===== config.mk =====
export PLATFORM = sky130hd
export DESIGN_NAME = standby_mode_controller
export DESIGN_NICKNAME = d
export VERILOG_FILES = /design/src/hw/standby_pkg.sv /design/src/hw/stab_counter.sv /design/src/hw/standby_mode_controller.sv
export SDC_FILE = /design/constraint.sdc
export NUM_CORES = 1
export LEC_CHECK = 0
export BUFFER_PORTS_ARGS = -buffer_cell sky130_fd_sc_hd__buf_2
export CORE_MARGIN = 1
export CORE_UTILIZATION = 52
export CTS_CLUSTER_SIZE = 25
export DETAILED_ROUTE_END_ITERATION = 16
export PLACE_DENSITY_LB_ADDON = 0.1
export SLEW_MARGIN = 0
export SYNTH_ARGS = -nofsm -noshare
export SYNTH_HDL_FRONTEND = slang
export SYNTH_SLANG_ARGS = --single-unit

===== constraint.sdc =====
create_clock -name clk -period 3.09 [get_ports clk]
set_input_delay 0.618 -clock clk [delete_from_list [all_inputs] [get_ports clk]]
set_output_delay 0.618 -clock clk [all_outputs]
set_load 0.01 [all_outputs]

===== src/hw/standby_pkg.sv =====
// Constants and state types for the standby and reset sequencer.
// Assumes a single 25 MHz clock domain; pins arrive already synchronous.
// Overview of operation
// RL1: Halt instruction enters HALT state
// RL2: HALT stops fetch, clock keeps running
// RL3: Unmasked interrupt or reset leaves HALT
// RL4: Stop instruction enters STOP type A, oscillator off
// RL5: Only NMI or reset exits STOP A; a low stop-control input also moves it to STOP B
// RL6: STOP A exit waits timer-1 programmed delay
// RL7: Software reads standby flag for wake cause
// RL8: Low stop-control input enters STOP type B
// RL9: Stop-control rising starts wake-up sequence
// RL10: Fixed 52.4 ms wait, then start at 0
// RL11: External reset low extends stabilization time
// RL12: Low reset input initializes the device
// RL13: Strobes held high while reset asserted
// RL14: NMI recognized on its falling edge
// RL15: Flag set entering STOP, cleared by power-up
// RL16: No fetch during stabilization interval
package standby_pkg;

  localparam real CLK_MHZ = 25.0;
  localparam real STAB_FIXED_US = 52400.0;
  localparam int STAB_FIXED_CYC = int'(STAB_FIXED_US * CLK_MHZ);
  localparam int STAB_MAX_US = 52400;
  localparam int STAB_MAX_CYC = int'(real'(STAB_MAX_US) * CLK_MHZ);
  localparam int CNT_W = 21;
  localparam logic [CNT_W-1:0] CNT_ZERO = 21'h000000;
  localparam logic [CNT_W-1:0] CNT_ONE = 21'h000001;
  localparam logic [15:0] RESTART_ADDR = 16'h0000;
  localparam logic STROBE_IDLE = 1'b1;

  typedef enum logic [2:0] {
    RUN,
    HALT,
    STOP_A,
    STOP_B,
    STAB_A,
    STAB_B
  } sb_state_t;

endpackage : standby_pkg


===== src/hw/stab_counter.sv =====
// Down counter used for oscillator stabilization delays.
// Assumes load is a one-cycle pulse; done pulses once when count expires.
`timescale 1ns/1ps
module stab_counter #(
  parameter int WIDTH = 21
) (
  input wire logic clk, // System clock
  input wire logic nrst, // Async reset, active low
  input wire logic load, // Load pulse
  input wire logic [WIDTH-1:0] loadVal, // Cycles to wait
  output logic busy, // Counting
  output logic done // Expiry pulse
);
  logic [WIDTH-1:0] cnt_r;
  logic [WIDTH-1:0] cnt_nxt;
  logic busy_r;
  logic busy_nxt;
  logic done_r;
  logic done_nxt;

  always_comb begin
    cnt_nxt = cnt_r;
    busy_nxt = busy_r;
    done_nxt = 1'b0;
    if (load) begin
      cnt_nxt = loadVal;
      busy_nxt = 1'b1;
    end else if (busy_r) begin
      if (cnt_r <= {{(WIDTH-1){1'b0}}, 1'b1}) begin
        busy_nxt = 1'b0;
        done_nxt = 1'b1;
      end else begin
        cnt_nxt = cnt_r - {{(WIDTH-1){1'b0}}, 1'b1};
      end
    end
  end

  always_ff @(posedge clk or negedge nrst) begin
    if (!nrst) begin
      cnt_r <= '0;
      busy_r <= 1'b0;
      done_r <= 1'b0;
    end else begin
      cnt_r <= cnt_nxt;
      busy_r <= busy_nxt;
      done_r <= done_nxt;
    end
  end

  assign busy = busy_r;
  assign done = done_r;
endmodule : stab_counter


===== src/hw/standby_mode_controller.sv =====
// Standby sequencer: HALT, STOP type A/B, stabilization and wake control.
// Assumes the CPU core samples cpuRun and restart; pins are synchronous.
`timescale 1ns/1ps
module standby_mode_controller
  import standby_pkg::*;
#(
  parameter int STAB_FIXED = standby_pkg::STAB_FIXED_CYC, // Fixed B wait
  parameter int STAB_MAX = standby_pkg::STAB_MAX_CYC // Max A wait
) (
  input wire logic clk, // 25 MHz system clock
  input wire logic nrst, // Reset pin, active low
  input wire logic haltInstr, // Halt instruction executed
  input wire logic stopInstr, // Stop instruction executed
  input wire logic irqPending, // Unmasked interrupt request
  input wire logic nmiPin, // NMI pin level, falls to request
  input wire logic stopPin, // Stop-control pin level
  input wire logic powerUp, // Power-up init pulse
  input wire logic [standby_pkg::CNT_W-1:0] timer1Val, // Programmed wait
  input wire logic rdStrobeCpu, // Core read strobe, active low
  input wire logic wrStrobeCpu, // Core write strobe, active low
  output logic cpuRun, // Fetch/execute allowed
  output logic oscEnable, // Oscillator running
  output logic restart, // Pulse: restart at address
  output logic [15:0] restartAddr, // Restart address
  output logic standbyFlag, // Standby flag value
  output logic nRd, // Read strobe pin
  output logic nWr, // Write strobe pin
  output logic [2:0] modeState // Current mode
);
  initial begin
    if (STAB_FIXED < 1 || STAB_FIXED >= (1 << CNT_W)) $error("STAB_FIXED");
    if (STAB_MAX < 1 || STAB_MAX >= (1 << CNT_W)) $error("STAB_MAX");
  end

  sb_state_t state_r, state_nxt;
  logic nmiPrev_r, nmiPrev_nxt;
  logic flag_r, flag_nxt;
  logic run_r, run_nxt;
  logic osc_r, osc_nxt;
  logic rst_r, rst_nxt;
  logic nRd_r, nRd_nxt;
  logic nWr_r, nWr_nxt;
  logic load;
  logic [CNT_W-1:0] loadVal;
  logic stabBusy;
  logic stabDone;
  logic nmiFall;
  logic [CNT_W-1:0] aWait;
  logic [15:0] addr_r;

  stab_counter #(.WIDTH(CNT_W)) u_stab (
    .clk(clk),
    .nrst(nrst),
    .load(load),
    .loadVal(loadVal),
    .busy(stabBusy),
    .done(stabDone)
  );

  assign nmiFall = nmiPrev_r && !nmiPin; // RL14

  // Clamp the programmed wait to the documented maximum
  always_comb begin
    if (timer1Val > CNT_W'(STAB_MAX)) begin
      aWait = CNT_W'(STAB_MAX); // RL6
    end else if (timer1Val == CNT_ZERO) begin
      aWait = CNT_ONE;
    end else begin
      aWait = timer1Val;
    end
  end

  always_comb begin
    state_nxt = state_r;
    flag_nxt = flag_r;
    rst_nxt = 1'b0;
    load = 1'b0;
    loadVal = aWait;
    nmiPrev_nxt = nmiPin;
    if (powerUp) begin
      flag_nxt = 1'b0; // RL15
    end
    // Stop pin low overrides every state except STOP_B itself
    if (!stopPin && state_r != STOP_B) begin
      state_nxt = STOP_B; // RL8
      flag_nxt = 1'b1; // RL15
    end else begin
      unique case (state_r)
        RUN: begin
          if (stopInstr) begin
            state_nxt = STOP_A; // RL4
            flag_nxt = 1'b1; // RL15
          end else if (haltInstr) begin
            state_nxt = HALT; // RL1
          end
        end
        HALT: begin
          if (irqPending || nmiFall) begin
            state_nxt = RUN; // RL3
          end
        end
        STOP_A: begin
          if (nmiFall) begin
            state_nxt = STAB_A; // RL5
            load = 1'b1; // RL6
          end
        end
        STOP_B: begin
          if (stopPin) begin
            state_nxt = STAB_B; // RL9
            load = 1'b1;
            loadVal = CNT_W'(STAB_FIXED); // RL10
          end
        end
        STAB_A: begin
          if (stabDone) begin
            state_nxt = RUN; // RL16
          end
        end
        STAB_B: begin
          if (stabDone) begin
            state_nxt = RUN; // RL10
            rst_nxt = 1'b1;
          end
        end
        // Two spare state codes can only come from an upset
        default: begin
          state_nxt = RUN;
        end
      endcase
    end
    run_nxt = (state_nxt == RUN); // RL2 RL16
    osc_nxt = !(state_nxt == STOP_A || state_nxt == STOP_B);
    nRd_nxt = run_nxt ? rdStrobeCpu : STROBE_IDLE;
    nWr_nxt = run_nxt ? wrStrobeCpu : STROBE_IDLE;
  end

  // Reset pin is async: wake from any mode lands here (RL11 via length)
  always_ff @(posedge clk or negedge nrst) begin
    if (!nrst) begin
      state_r <= RUN; // RL12 RL3 RL5
      nmiPrev_r <= 1'b1;
      run_r <= 1'b0;
      addr_r <= RESTART_ADDR;
      osc_r <= 1'b1;
      rst_r <= 1'b0;
      nRd_r <= STROBE_IDLE; // RL13
      nWr_r <= STROBE_IDLE; // RL13
    end else begin
      state_r <= state_nxt;
      nmiPrev_r <= nmiPrev_nxt;
      run_r <= run_nxt;
      addr_r <= RESTART_ADDR;
      osc_r <= osc_nxt;
      rst_r <= rst_nxt;
      nRd_r <= nRd_nxt;
      nWr_r <= nWr_nxt;
    end
  end

  // The flag must survive the reset pin so software can tell a wake
  // from standby apart from power-up; only powerUp clears it
  always_ff @(posedge clk) begin
    flag_r <= flag_nxt; // RL15 RL7
  end

  assign cpuRun = run_r;
  assign oscEnable = osc_r;
  assign restart = rst_r;
  assign restartAddr = addr_r;
  assign standbyFlag = flag_r; // RL7
  assign nRd = nRd_r;
  assign nWr = nWr_r;
  assign modeState = state_r;
endmodule : standby_mode_controller


==> reports/qor.yml, run 1 <==
crit_arrival_ns: 2.54
max_freq_ghz: 0.420
synth_cells: 229
synth_area_leaders: "dfrtp_1, buf_4, dfstp_2"
synth_top_area_share_pct: 34.4
power.share.sequential_pct: 41.4
start_util_pct: 54.8
grt.met1_usage_pct: 34.5
synth_edf_count: 0
min_period_ns: 2.38
skew_ns: 0.00442
yosysTopAreaCell: "dfrtp_1"
p_int_mw: 1.11
tns_ns: 0
grt_start_max_net_pins: 33
via_per_inst: 5.59
grt_pass1_vias: 1730
hpwl_um: 3500
rsz0062_at_grt: "no"
cts-buffers-inserted: 5
worstHoldPathType: "input port to async pin"
maxCapViolations: 0
clock_power_share_pct: 28.0
totalPowerFinal_mw: 1.70
die_height_um: 64.6
antenna_cells: 0
numClockSinks: 33
final_antenna_net_count: 0
crit_required_ns: 3.25
htreeDepth: 2
antenna_found_initial: 0
tritoncts: "done"
overflow: 0
critical_path_class: "register to register"
netlist_area_um2: 2040
cts_buffer_depth: 2
maxSlewHeadroom_pct: 53.0
die-area_um2: 4170
fillers: 321
p_sw_share_pct: 34.9
syn_to_final_growth_pct: 15.4
syn_area_per_cell_um2: 8.89
grt_pass1_wl_um: 7860
vias: 1783
clkSlewWorstSetupHoldPaths_ns: 0.07
insertion_delay_ns: 0.28
ctsHoldBuffers: 0
yosys_warnings: 0
wirelength_um: 4560
drt_iter0_drc: 201
path_max_fanout: 10
tightest_slew_ns: 0.705
ctsRootBufferMaster: "clkbuf_8"
coreArea_um2: 3720
grt_use_met2_pct: 38.2
firstDrtPassIters: 4
postLayoutCellArea_um2: 2350
core.rowCount: 22
async_reset_ff_share_pct: 97.0
drive_gt1_share_pct: 22.9
ys_seq_elements: 33
routabilityCongestion: 0.861
drv_slew: 0
power.static_leakage_nw: 0.958
die_w_um: 64.6
cp-end-kind: "register"
status: "completed"
hold_violations: 0
post_cts_buffers: 0
ys_types: 45
grt_usage_pct: 24.9
drc: 0
p_sw_mw: 0.594
nets: 303
combPwrFrac_pct: 30.6
place_area_um2: 2210
routedWlPerCell_um: 14.3
layout_commonest_cell: "buf_2"
post_cts_resize_count: 0
io_buffer_count: 39
max-vdd-ir-drop_uv: 492
critPathLaunchType: "register"
grt-busiest-layer: "met2"
fin_crit_sh_pct: 77.1
setup_viol: 0
synthFlopType: "dfrtp_1"
p_per_area_nw_per_um2: 726
seq_area_frac_synth_pct: 40.6
io_pins: 56
met3_usage_pct: 6.51
layout_common_cells: "buf_2, dfrtp_1, nor2_1, nand2_1, conb_1"
worst max-delay path, stage by stage (launching register included):
cell and delay (ns):
dfrtp_1 0.41, or4_1 0.64, or3_1 0.51, o21ai_4 0.30
or4_1 0.17, xor2_1 0.14, o21ai_1 0.08
final timing paths:
path,from,end,slack [ns],cells past startpoint
worst min register to register,standbyFlag,standbyFlag,0.48,2
min in group clk,nmiPin,nmiPrev_r,0.45,1
worst min-delay path,nrst,u_stab.cnt_r[9],0.38,1
max in group asynchronous,nrst,u_stab.cnt_r[0],2.26,1
worst max register to register,u_stab.cnt_r[13],u_stab.cnt_r[9],0.71,6
worst max-delay path,u_stab.cnt_r[13],u_stab.cnt_r[9],0.71,6
cell usage after synthesis (3+ instances only):
| cell | n |
|---|---|
| inv_1 | 5 |
| nor3_1 | 6 |
| nand3_1 | 13 |
| xnor2_1 | 9 |
| clkbuf_1 | 5 |
| o211ai_1 | 3 |
| o21ai_0 | 10 |
| a31oi_1 | 4 |
| a2bb2oi_1 | 8 |
| buf_4 | 16 |
| or2_2 | 3 |
| dfstp_2 | 4 |
| nand2b_1 | 3 |
| nor4_1 | 11 |
| nor2_1 | 24 |
| nor2b_1 | 3 |
| or4_1 | 3 |
| xor2_1 | 6 |
| nand4_1 | 6 |
| nand2_1 | 18 |
| or3_1 | 3 |
| a21oi_1 | 8 |
| dfrtp_1 | 28 |
| o21a_1 | 3 |
kinds of logic after synthesis:
| group | count (synthesis) | synth area share, % |
|---|---|---|
| AOI/OAI and AO/OA | 51 | 18.1 |
| xor gates and xnor gates | 15 | 6.45 |
| adders and majority gates | 2 | 1.23 |
| buffers and inverters | 28 | 8.54 |
| DFF | 33 | 40.6 |
| other | 1 | 0.184 |
| and+or+nand+nor | 99 | 24.9 |
stage by stage:
stage	cells	util (%)	hold slack [ns]	setup slack [ns]
2_1_floorplan	244	-	0.322	0.893
3_3_place_gp	311	59.6	0.451	0.714
3_5_place_dp	311	59.6	0.476	0.698
4_1_cts	319	63.2	0.403	0.707
5_1_grt	319	63.2	0.424	0.559
6_report	319	63.2	0.380	0.709
sequential cells by signal (all words and copies together), names as in the netlist:
name and count:
u_stab.cnt_r 21, modeState 3, cpuRun 1, nRd 1, nWr 1, nmiPrev_r 1, oscEnable 1, restart 1
standbyFlag 1, u_stab.busy 1, u_stab.done 1
layout make-up:
cell class                      instances  area [um2]  area share [%]
Clock buffer                            5        68.8            2.93
Sequential cell                        33         826            35.2
Timing Repair Buffer                   42         218            9.27
Tap cell                               48        60.1            2.56
Clock inverter                          3        65.1            2.77
Inverter                                5        18.8           0.799
Multi-Input combinational cell        183        1090            46.5
power groups by stage:
stage	Clock (mW)	Sequential (mW)	Combinational, mW
2_1_floorplan	0	0.691	0.368
3_3_place_gp	0	0.709	0.512
3_5_place_dp	0	0.710	0.516
4_1_cts	0.489	0.704	0.520
5_1_grt	0.513	0.726	0.590
6_report	0.477	0.706	0.521
layer usage:
layer / vias to the layer above / share of wire [%]
li1: 876 / -
met1: 831 / 47
met2: 72 / 46
met3: 4 / 6.6
met4: 0 / 0.64
met5: - / 0
Note: power is estimated with default switching activity, not from simulation.
==> run 2, diff against run 1 <==
--- a/config.mk
+++ b/config.mk
@@ -7,7 +7,7 @@
 export LEC_CHECK = 0
 export BUFFER_PORTS_ARGS = -buffer_cell sky130_fd_sc_hd__buf_2
 export CORE_MARGIN = 1
-export CORE_UTILIZATION = 52
+export CORE_UTILIZATION = 47
 export CTS_CLUSTER_SIZE = 25
 export DETAILED_ROUTE_END_ITERATION = 16
 export PLACE_DENSITY_LB_ADDON = 0.1
==> constraint.sdc (replaced) <==
create_clock -name clk -period 2.17 [get_ports clk]
set_input_delay 0.434 -clock clk [delete_from_list [all_inputs] [get_ports clk]]
set_output_delay 0.434 -clock clk [all_outputs]
set_load 0.01 [all_outputs]
==> reports/qor.yml, run 2 (synthesis results as in run 1) <==
insertion_delay_ns: 0.29  # about the same
grt_pass1_wl_um: 8260  # +5.1%
die_w_um: 67.8  # +5.0%
routabilityCongestion: 0.915  # +6.2%
setup_viol: 0  # unchanged
path_max_fanout: 7  # -3
maxCapViolations: 0  # unchanged
cts-buffers-inserted: 5  # unchanged
antenna_found_initial: 0  # unchanged
skew_ns: 0.00398  # -0.000435 ns
ctsRootBufferMaster: "clkbuf_8"
crit_arrival_ns: 2.29  # -0.25 ns
wirelength_um: 5210  # +14%
critical_path_class: "register to register"
dp_slack_ns: -0.0559  # -0.754 ns
syn_to_final_growth_pct: 25.4
tns_ns: 0  # unchanged
fin_ws_ns: 0.0533  # -0.656 ns
drt_iter0_drc: 140  # -30%
numClockSinks: 33  # unchanged
tightest_slew_ns: 0.739  # +0.0340 ns
die-area_um2: 4600  # +10%
tritoncts: "done"
grt_start_max_net_pins: 33  # unchanged
start_util_pct: 49.8  # -5.0 points
fillers: 361  # +12%
maxSlewHeadroom_pct: 50.7  # -2.3 points
hpwl_um: 3740  # +6.9%
coreArea_um2: 4090  # +10%
htreeDepth: 2  # unchanged
firstDrtPassIters: 4  # unchanged
via_per_inst: 5.51  # -1.4%
cp-end-kind: "register"
nets: 327  # +7.9%
worstHoldPathType: "input port to async pin"
vias: 1901  # +6.6%
io_pins: 56  # unchanged
antenna_cells: 0  # unchanged
power.static_leakage_nw: 1.07  # +12%
min_period_ns: 2.12  # -0.264 ns
max-vdd-ir-drop_uv: 540  # +9.7%
max_freq_ghz: 0.472  # +12%
routedWlPerCell_um: 15.1  # +5.6%
drc: 0  # unchanged
final_antenna_net_count: 0  # unchanged
ctsHoldBuffers: 0  # unchanged
p_per_area_nw_per_um2: 973  # +34%
hold_slack_ns: 0.194  # -0.186 ns
critPathLaunchType: "register"
drv_slew: 0  # unchanged
die_height_um: 67.8  # +5.0%
fin_crit_sh_pct: 97.5  # +20 points
io_buffer_count: 39  # unchanged
core.rowCount: 23  # +4.5%
crit_required_ns: 2.34  # -0.91 ns
hold_violations: 0  # unchanged
layout_common_cells: "buf_2, dfrtp_1, buf_4, nor2_1, nand2_1"
grt_usage_pct: 24.8  # -0.027 points
drive_gt1_share_pct: 31.9  # +9.0 points
cts_buffer_depth: 2  # unchanged
clkSlewWorstSetupHoldPaths_ns: 0.07  # about the same
fin_util_pct: 62.5  # -0.71 points
status: "completed"
overflow: 0  # unchanged
grt_pass1_vias: 1721  # -0.52%
rsz0062_at_grt: "yes"
largest_register_ffs: 21  # unchanged
layout_commonest_cell: "buf_2"
largest_register: "u_stab.cnt_r"
==> run 2: changes by cell type in the layout (fill, tap and decap cells not counted), moves of 2 or more <==
| cell | previous run | this run |
|---|---|---|
| or4_4 | 0 | 2 |
| buf_4 | 3 | 27 |
| or4_1 | 3 | 1 |
| nor3b_2 | 0 | 2 |
| nor3b_1 | 2 | 0 |
==> run 2: metrics by stage <==
step / power (mW) / area, um2 / std cells
floorplan: 1.51 / 2090 / 244
global placement: 1.83 / 2370 / 333
global route: 2.65 / 2550 / 345
finish: 2.48 / 2550 / 345
CTS: 2.45 / 2510 / 345
detailed placement: 1.81 / 2370 / 333
==> run 2: final timing paths <==
| path | start | end | slack [ns] | cells past startpoint |
|---|---|---|---|---|
| min in group clk | nmiPin | nmiPrev_r | 0.24 | 1 |
| hold reg to reg | standbyFlag | standbyFlag | 0.48 | 2 |
| setup reg to reg | u_stab.cnt_r[15] | u_stab.cnt_r[9] | 0.05 | 6 |
| setup / recovery | u_stab.cnt_r[15] | u_stab.cnt_r[9] | 0.05 | 6 |
| hold / removal | nrst | cpuRun | 0.19 | 1 |
| max in group asynchronous | nrst | u_stab.cnt_r[15] | 1.50 | 1 |
==> run 2: metal layers <==
layer,part of all wire (%),vias up,routed length (um),track usage (%)
met3,6.3,9,328,5.17
li1,-,932,-,-
met4,1.5,0,80,7.81
met5,0,-,0,0
met1,47,887,2440,34.5
met2,45,73,2360,38.5
==> run 2: power by group <==
part,internal (mW),switching [mW]
clock,0.344,0.259
sequential,0.797,0.208
combinational,0.415,0.462
total,1.56,0.929
==> run 2: repair_timing <==
| item | 4_1_cts | 5_1_grt |
|---|---|---|
| gates resized for setup | 0 | 8 |
| endpoints found under the setup margin | 3 | 16 |
| pin swaps | 2 | 5 |
| buffers inserted | 4 | 0 |
| cloned | 0 | 0 |
==> run 2: final cells by class <==
class	instances	area [um2]	share of cell area, %
sequential	33	826	32.3
tap	50	62.6	2.45
timing repair buffer	66	398	15.6
clock inverter	3	46.3	1.81
clock buffer	5	68.8	2.69
multi-input combinational	183	1130	44.4
inverter	5	18.8	0.735
==> run 2: critical path: stages (launching register included) <==
cell	delay [ns]
dfrtp_1	0.40
or4_1	0.56
or3_4	0.38
o21ai_4	0.27
or4_4	0.19
xor2_2	0.12
o21ai_1	0.07
==> run 3, diff against run 2 <==
--- a/config.mk
+++ b/config.mk
@@ -5,11 +5,11 @@
 export SDC_FILE = /design/constraint.sdc
 export NUM_CORES = 1
 export LEC_CHECK = 0
-export BUFFER_PORTS_ARGS = -buffer_cell sky130_fd_sc_hd__buf_2
 export CORE_MARGIN = 1
-export CORE_UTILIZATION = 47
+export CORE_UTILIZATION = 57
 export CTS_CLUSTER_SIZE = 25
 export DETAILED_ROUTE_END_ITERATION = 16
+export DONT_BUFFER_PORTS = 1
 export PLACE_DENSITY_LB_ADDON = 0.1
 export SLEW_MARGIN = 0
 export SYNTH_ARGS = -nofsm -noshare
==> reports/qor.yml, run 3 (synthesis results as in run 1) <==
vias: 1724  # -9.3%
syn_to_final_growth_pct: 10.7
via_per_inst: 5.92  # +7.5%
fin_crit_sh_pct: 96.8  # -0.77 points
io_buffer_count: 0  # -100%
hold_violations: 0  # unchanged
tritoncts: "done"
layout_commonest_cell: "dfrtp_1"
worstHoldPathType: "input port to register"
tns_ns: 0  # unchanged
critical_path_class: "register to register"
r2r_setup_slack_ns: 0.07  # +0.02 ns
drv_slew: 0  # unchanged
overflow: 0  # unchanged
routabilityCongestion: 0.857  # -6.3%
cp-end-kind: "register"
fillers: 297  # -18%
hold_path_end: "nmiPrev_r"
regArea_um2: 826  # unchanged
cp_slowest_stage_delay_ns: 0.54  # -0.02 ns
slowest_stage: "or4_4"
clkSlewWorstSetupHoldPaths_ns: 0.11  # +0.04 ns
numClockSinks: 33  # unchanged
timing.rr.start: "u_stab.cnt_r[18]"
cp_top_family: "simple AND/OR/NAND/NOR gates"
setup_viol: 0  # unchanged
largest_register_ffs: 21  # unchanged
firstDrtPassIters: 4  # unchanged
die-area_um2: 3810  # -17%
path_depth: 6  # unchanged
drc: 0  # unchanged
nets: 277  # -15%
io_pins: 56  # unchanged
skew_ns: 0.00919  # +0.00520 ns
hold_depth: 0
path_buf_inv: 0  # unchanged
dp_slack_ns: 0.00193  # +0.0579 ns
grt_pass1_vias: 1589  # -7.7%
path_max_fanout: 5  # -2
die_w_um: 61.8  # -8.9%
crit_arrival_ns: 2.35  # +0.06 ns
grt_start_max_net_pins: 33  # unchanged
insertion_delay_ns: 0.35  # +0.06 ns
wirelength_um: 4730  # -9.1%
final_antenna_net_count: 0  # unchanged
antenna_found_initial: 0  # unchanged
hpwl_um: 3620  # -3.3%
min_period_ns: 2.10  # -0.0168 ns
layout_common_cells: "dfrtp_1, nor2_1, nand2_1, conb_1, buf_4"
maxCapViolations: 0  # unchanged
fin_ws_ns: 0.0701  # +0.0168 ns
cts_buffer_depth: 2  # unchanged
antenna_cells: 0  # unchanged
max-vdd-ir-drop_uv: 567  # +5.0%
cts-buffers-inserted: 5  # unchanged
htreeDepth: 2  # unchanged
p_per_area_nw_per_um2: 978  # +0.55%
ctsRootBufferMaster: "clkbuf_4"
critPathLaunchType: "register"
power.static_leakage_nw: 0.850  # -21%
routedWlPerCell_um: 16.3  # +7.8%
start_util_pct: 60.1  # +10 points
coreArea_um2: 3390  # -17%
core.rowCount: 21  # -8.7%
reg2regPathDepth: 6  # unchanged
status: "completed"
grt_usage_pct: 26.7  # +1.9 points
multi_input_area_um2: 1130  # -0.11%
drt_iter0_drc: 85  # -39%
grt_pass1_wl_um: 7250  # -12%
r2r_end: "u_stab.cnt_r[5]"
hp-start: "nmiPin"
crit_required_ns: 2.42  # +0.08 ns
drive_gt1_share_pct: 18.8  # -13 points
worstPathCellList: "or4_4 -> or3_4 -> o21a_2 -> a31oi_1 -> a22o_1 -> nand2_1"
max_freq_ghz: 0.476  # +0.80%
die_height_um: 61.8  # -8.9%
largest_register: "u_stab.cnt_r"
totalPowerFinal_mw: 2.20  # -11%
[run 3: cell type report]
| type | instances | area share, % |
|---|---|---|
| Tap cell | 46 | 2.55 |
| Timing Repair Buffer | 16 | 6.00 |
| Clock inverter | 3 | 2.05 |
| Inverter | 5 | 0.833 |
| Clock buffer | 5 | 1.67 |
| Multi-Input combinational cell | 183 | 50.3 |
| Sequential cell | 33 | 36.6 |
[run 3: per-layer routing]
layer / GRT usage (%) / wire, um / vias up
met2: 41.0 / 2190 / 54
li1: - / - / 833
met5: 0 / 0 / -
met4: 9.84 / 65 / 0
met1: 36.9 / 2170 / 829
met3: 6.42 / 306 / 8
[run 3: worst register-to-register path, stage by stage (launching register included)]
cell and delay (ns):
dfrtp_1 0.42, or4_4 0.54, or3_4 0.42, o21a_2 0.26
a31oi_1 0.19, a22o_1 0.15, nand2_1 0.05
[run 3: what timing repair did]
action / in CTS / in global routing
hold endpoints to repair: 32 / 0
setup buffers: 0 / 0
hold buffers: 2 / 0
resized for setup: 0 / 11
endpoints found under the setup margin: 0 / 20
[run 3: through the flow]
stage | std cells | util [%] | hold slack, ns | area, um2
after global routing | 291 | 66.5 | 0.0626 | 2250
after floorplan | 244 | - | 0.138 | 2090
after detailed placement | 281 | 61.9 | 0.139 | 2100
after global placement | 281 | 61.9 | 0.139 | 2100
final | 291 | 66.5 | 0.0785 | 2250
after CTS | 291 | 65.3 | 0.0707 | 2210
[run 3: how the worst max path moves through the flow]
stage / from / endpoint / slack (ns)
floorplan: u_stab.cnt_r[15] / u_stab.cnt_r[9] / 0.02
global placement: u_stab.cnt_r[18] / u_stab.cnt_r[5] / 0.05
detailed placement: u_stab.cnt_r[18] / u_stab.cnt_r[5] / 0.002
CTS: u_stab.cnt_r[1] / u_stab.cnt_r[5] / 0.001
global route: u_stab.cnt_r[18] / u_stab.cnt_r[0] / -0.008
finish: u_stab.cnt_r[18] / u_stab.cnt_r[5] / 0.07
[run 3: where the power goes]
| part | total [mW] | leakage [nW] | internal, mW | switching (mW) |
|---|---|---|---|---|
| Combinational | 0.685 | 0.446 | 0.321 | 0.364 |
| Clock | 0.474 | 0.0414 | 0.244 | 0.230 |
| Sequential | 1.05 | 0.363 | 0.797 | 0.248 |
| Total | 2.20 | 0.850 | 1.36 | 0.842 |
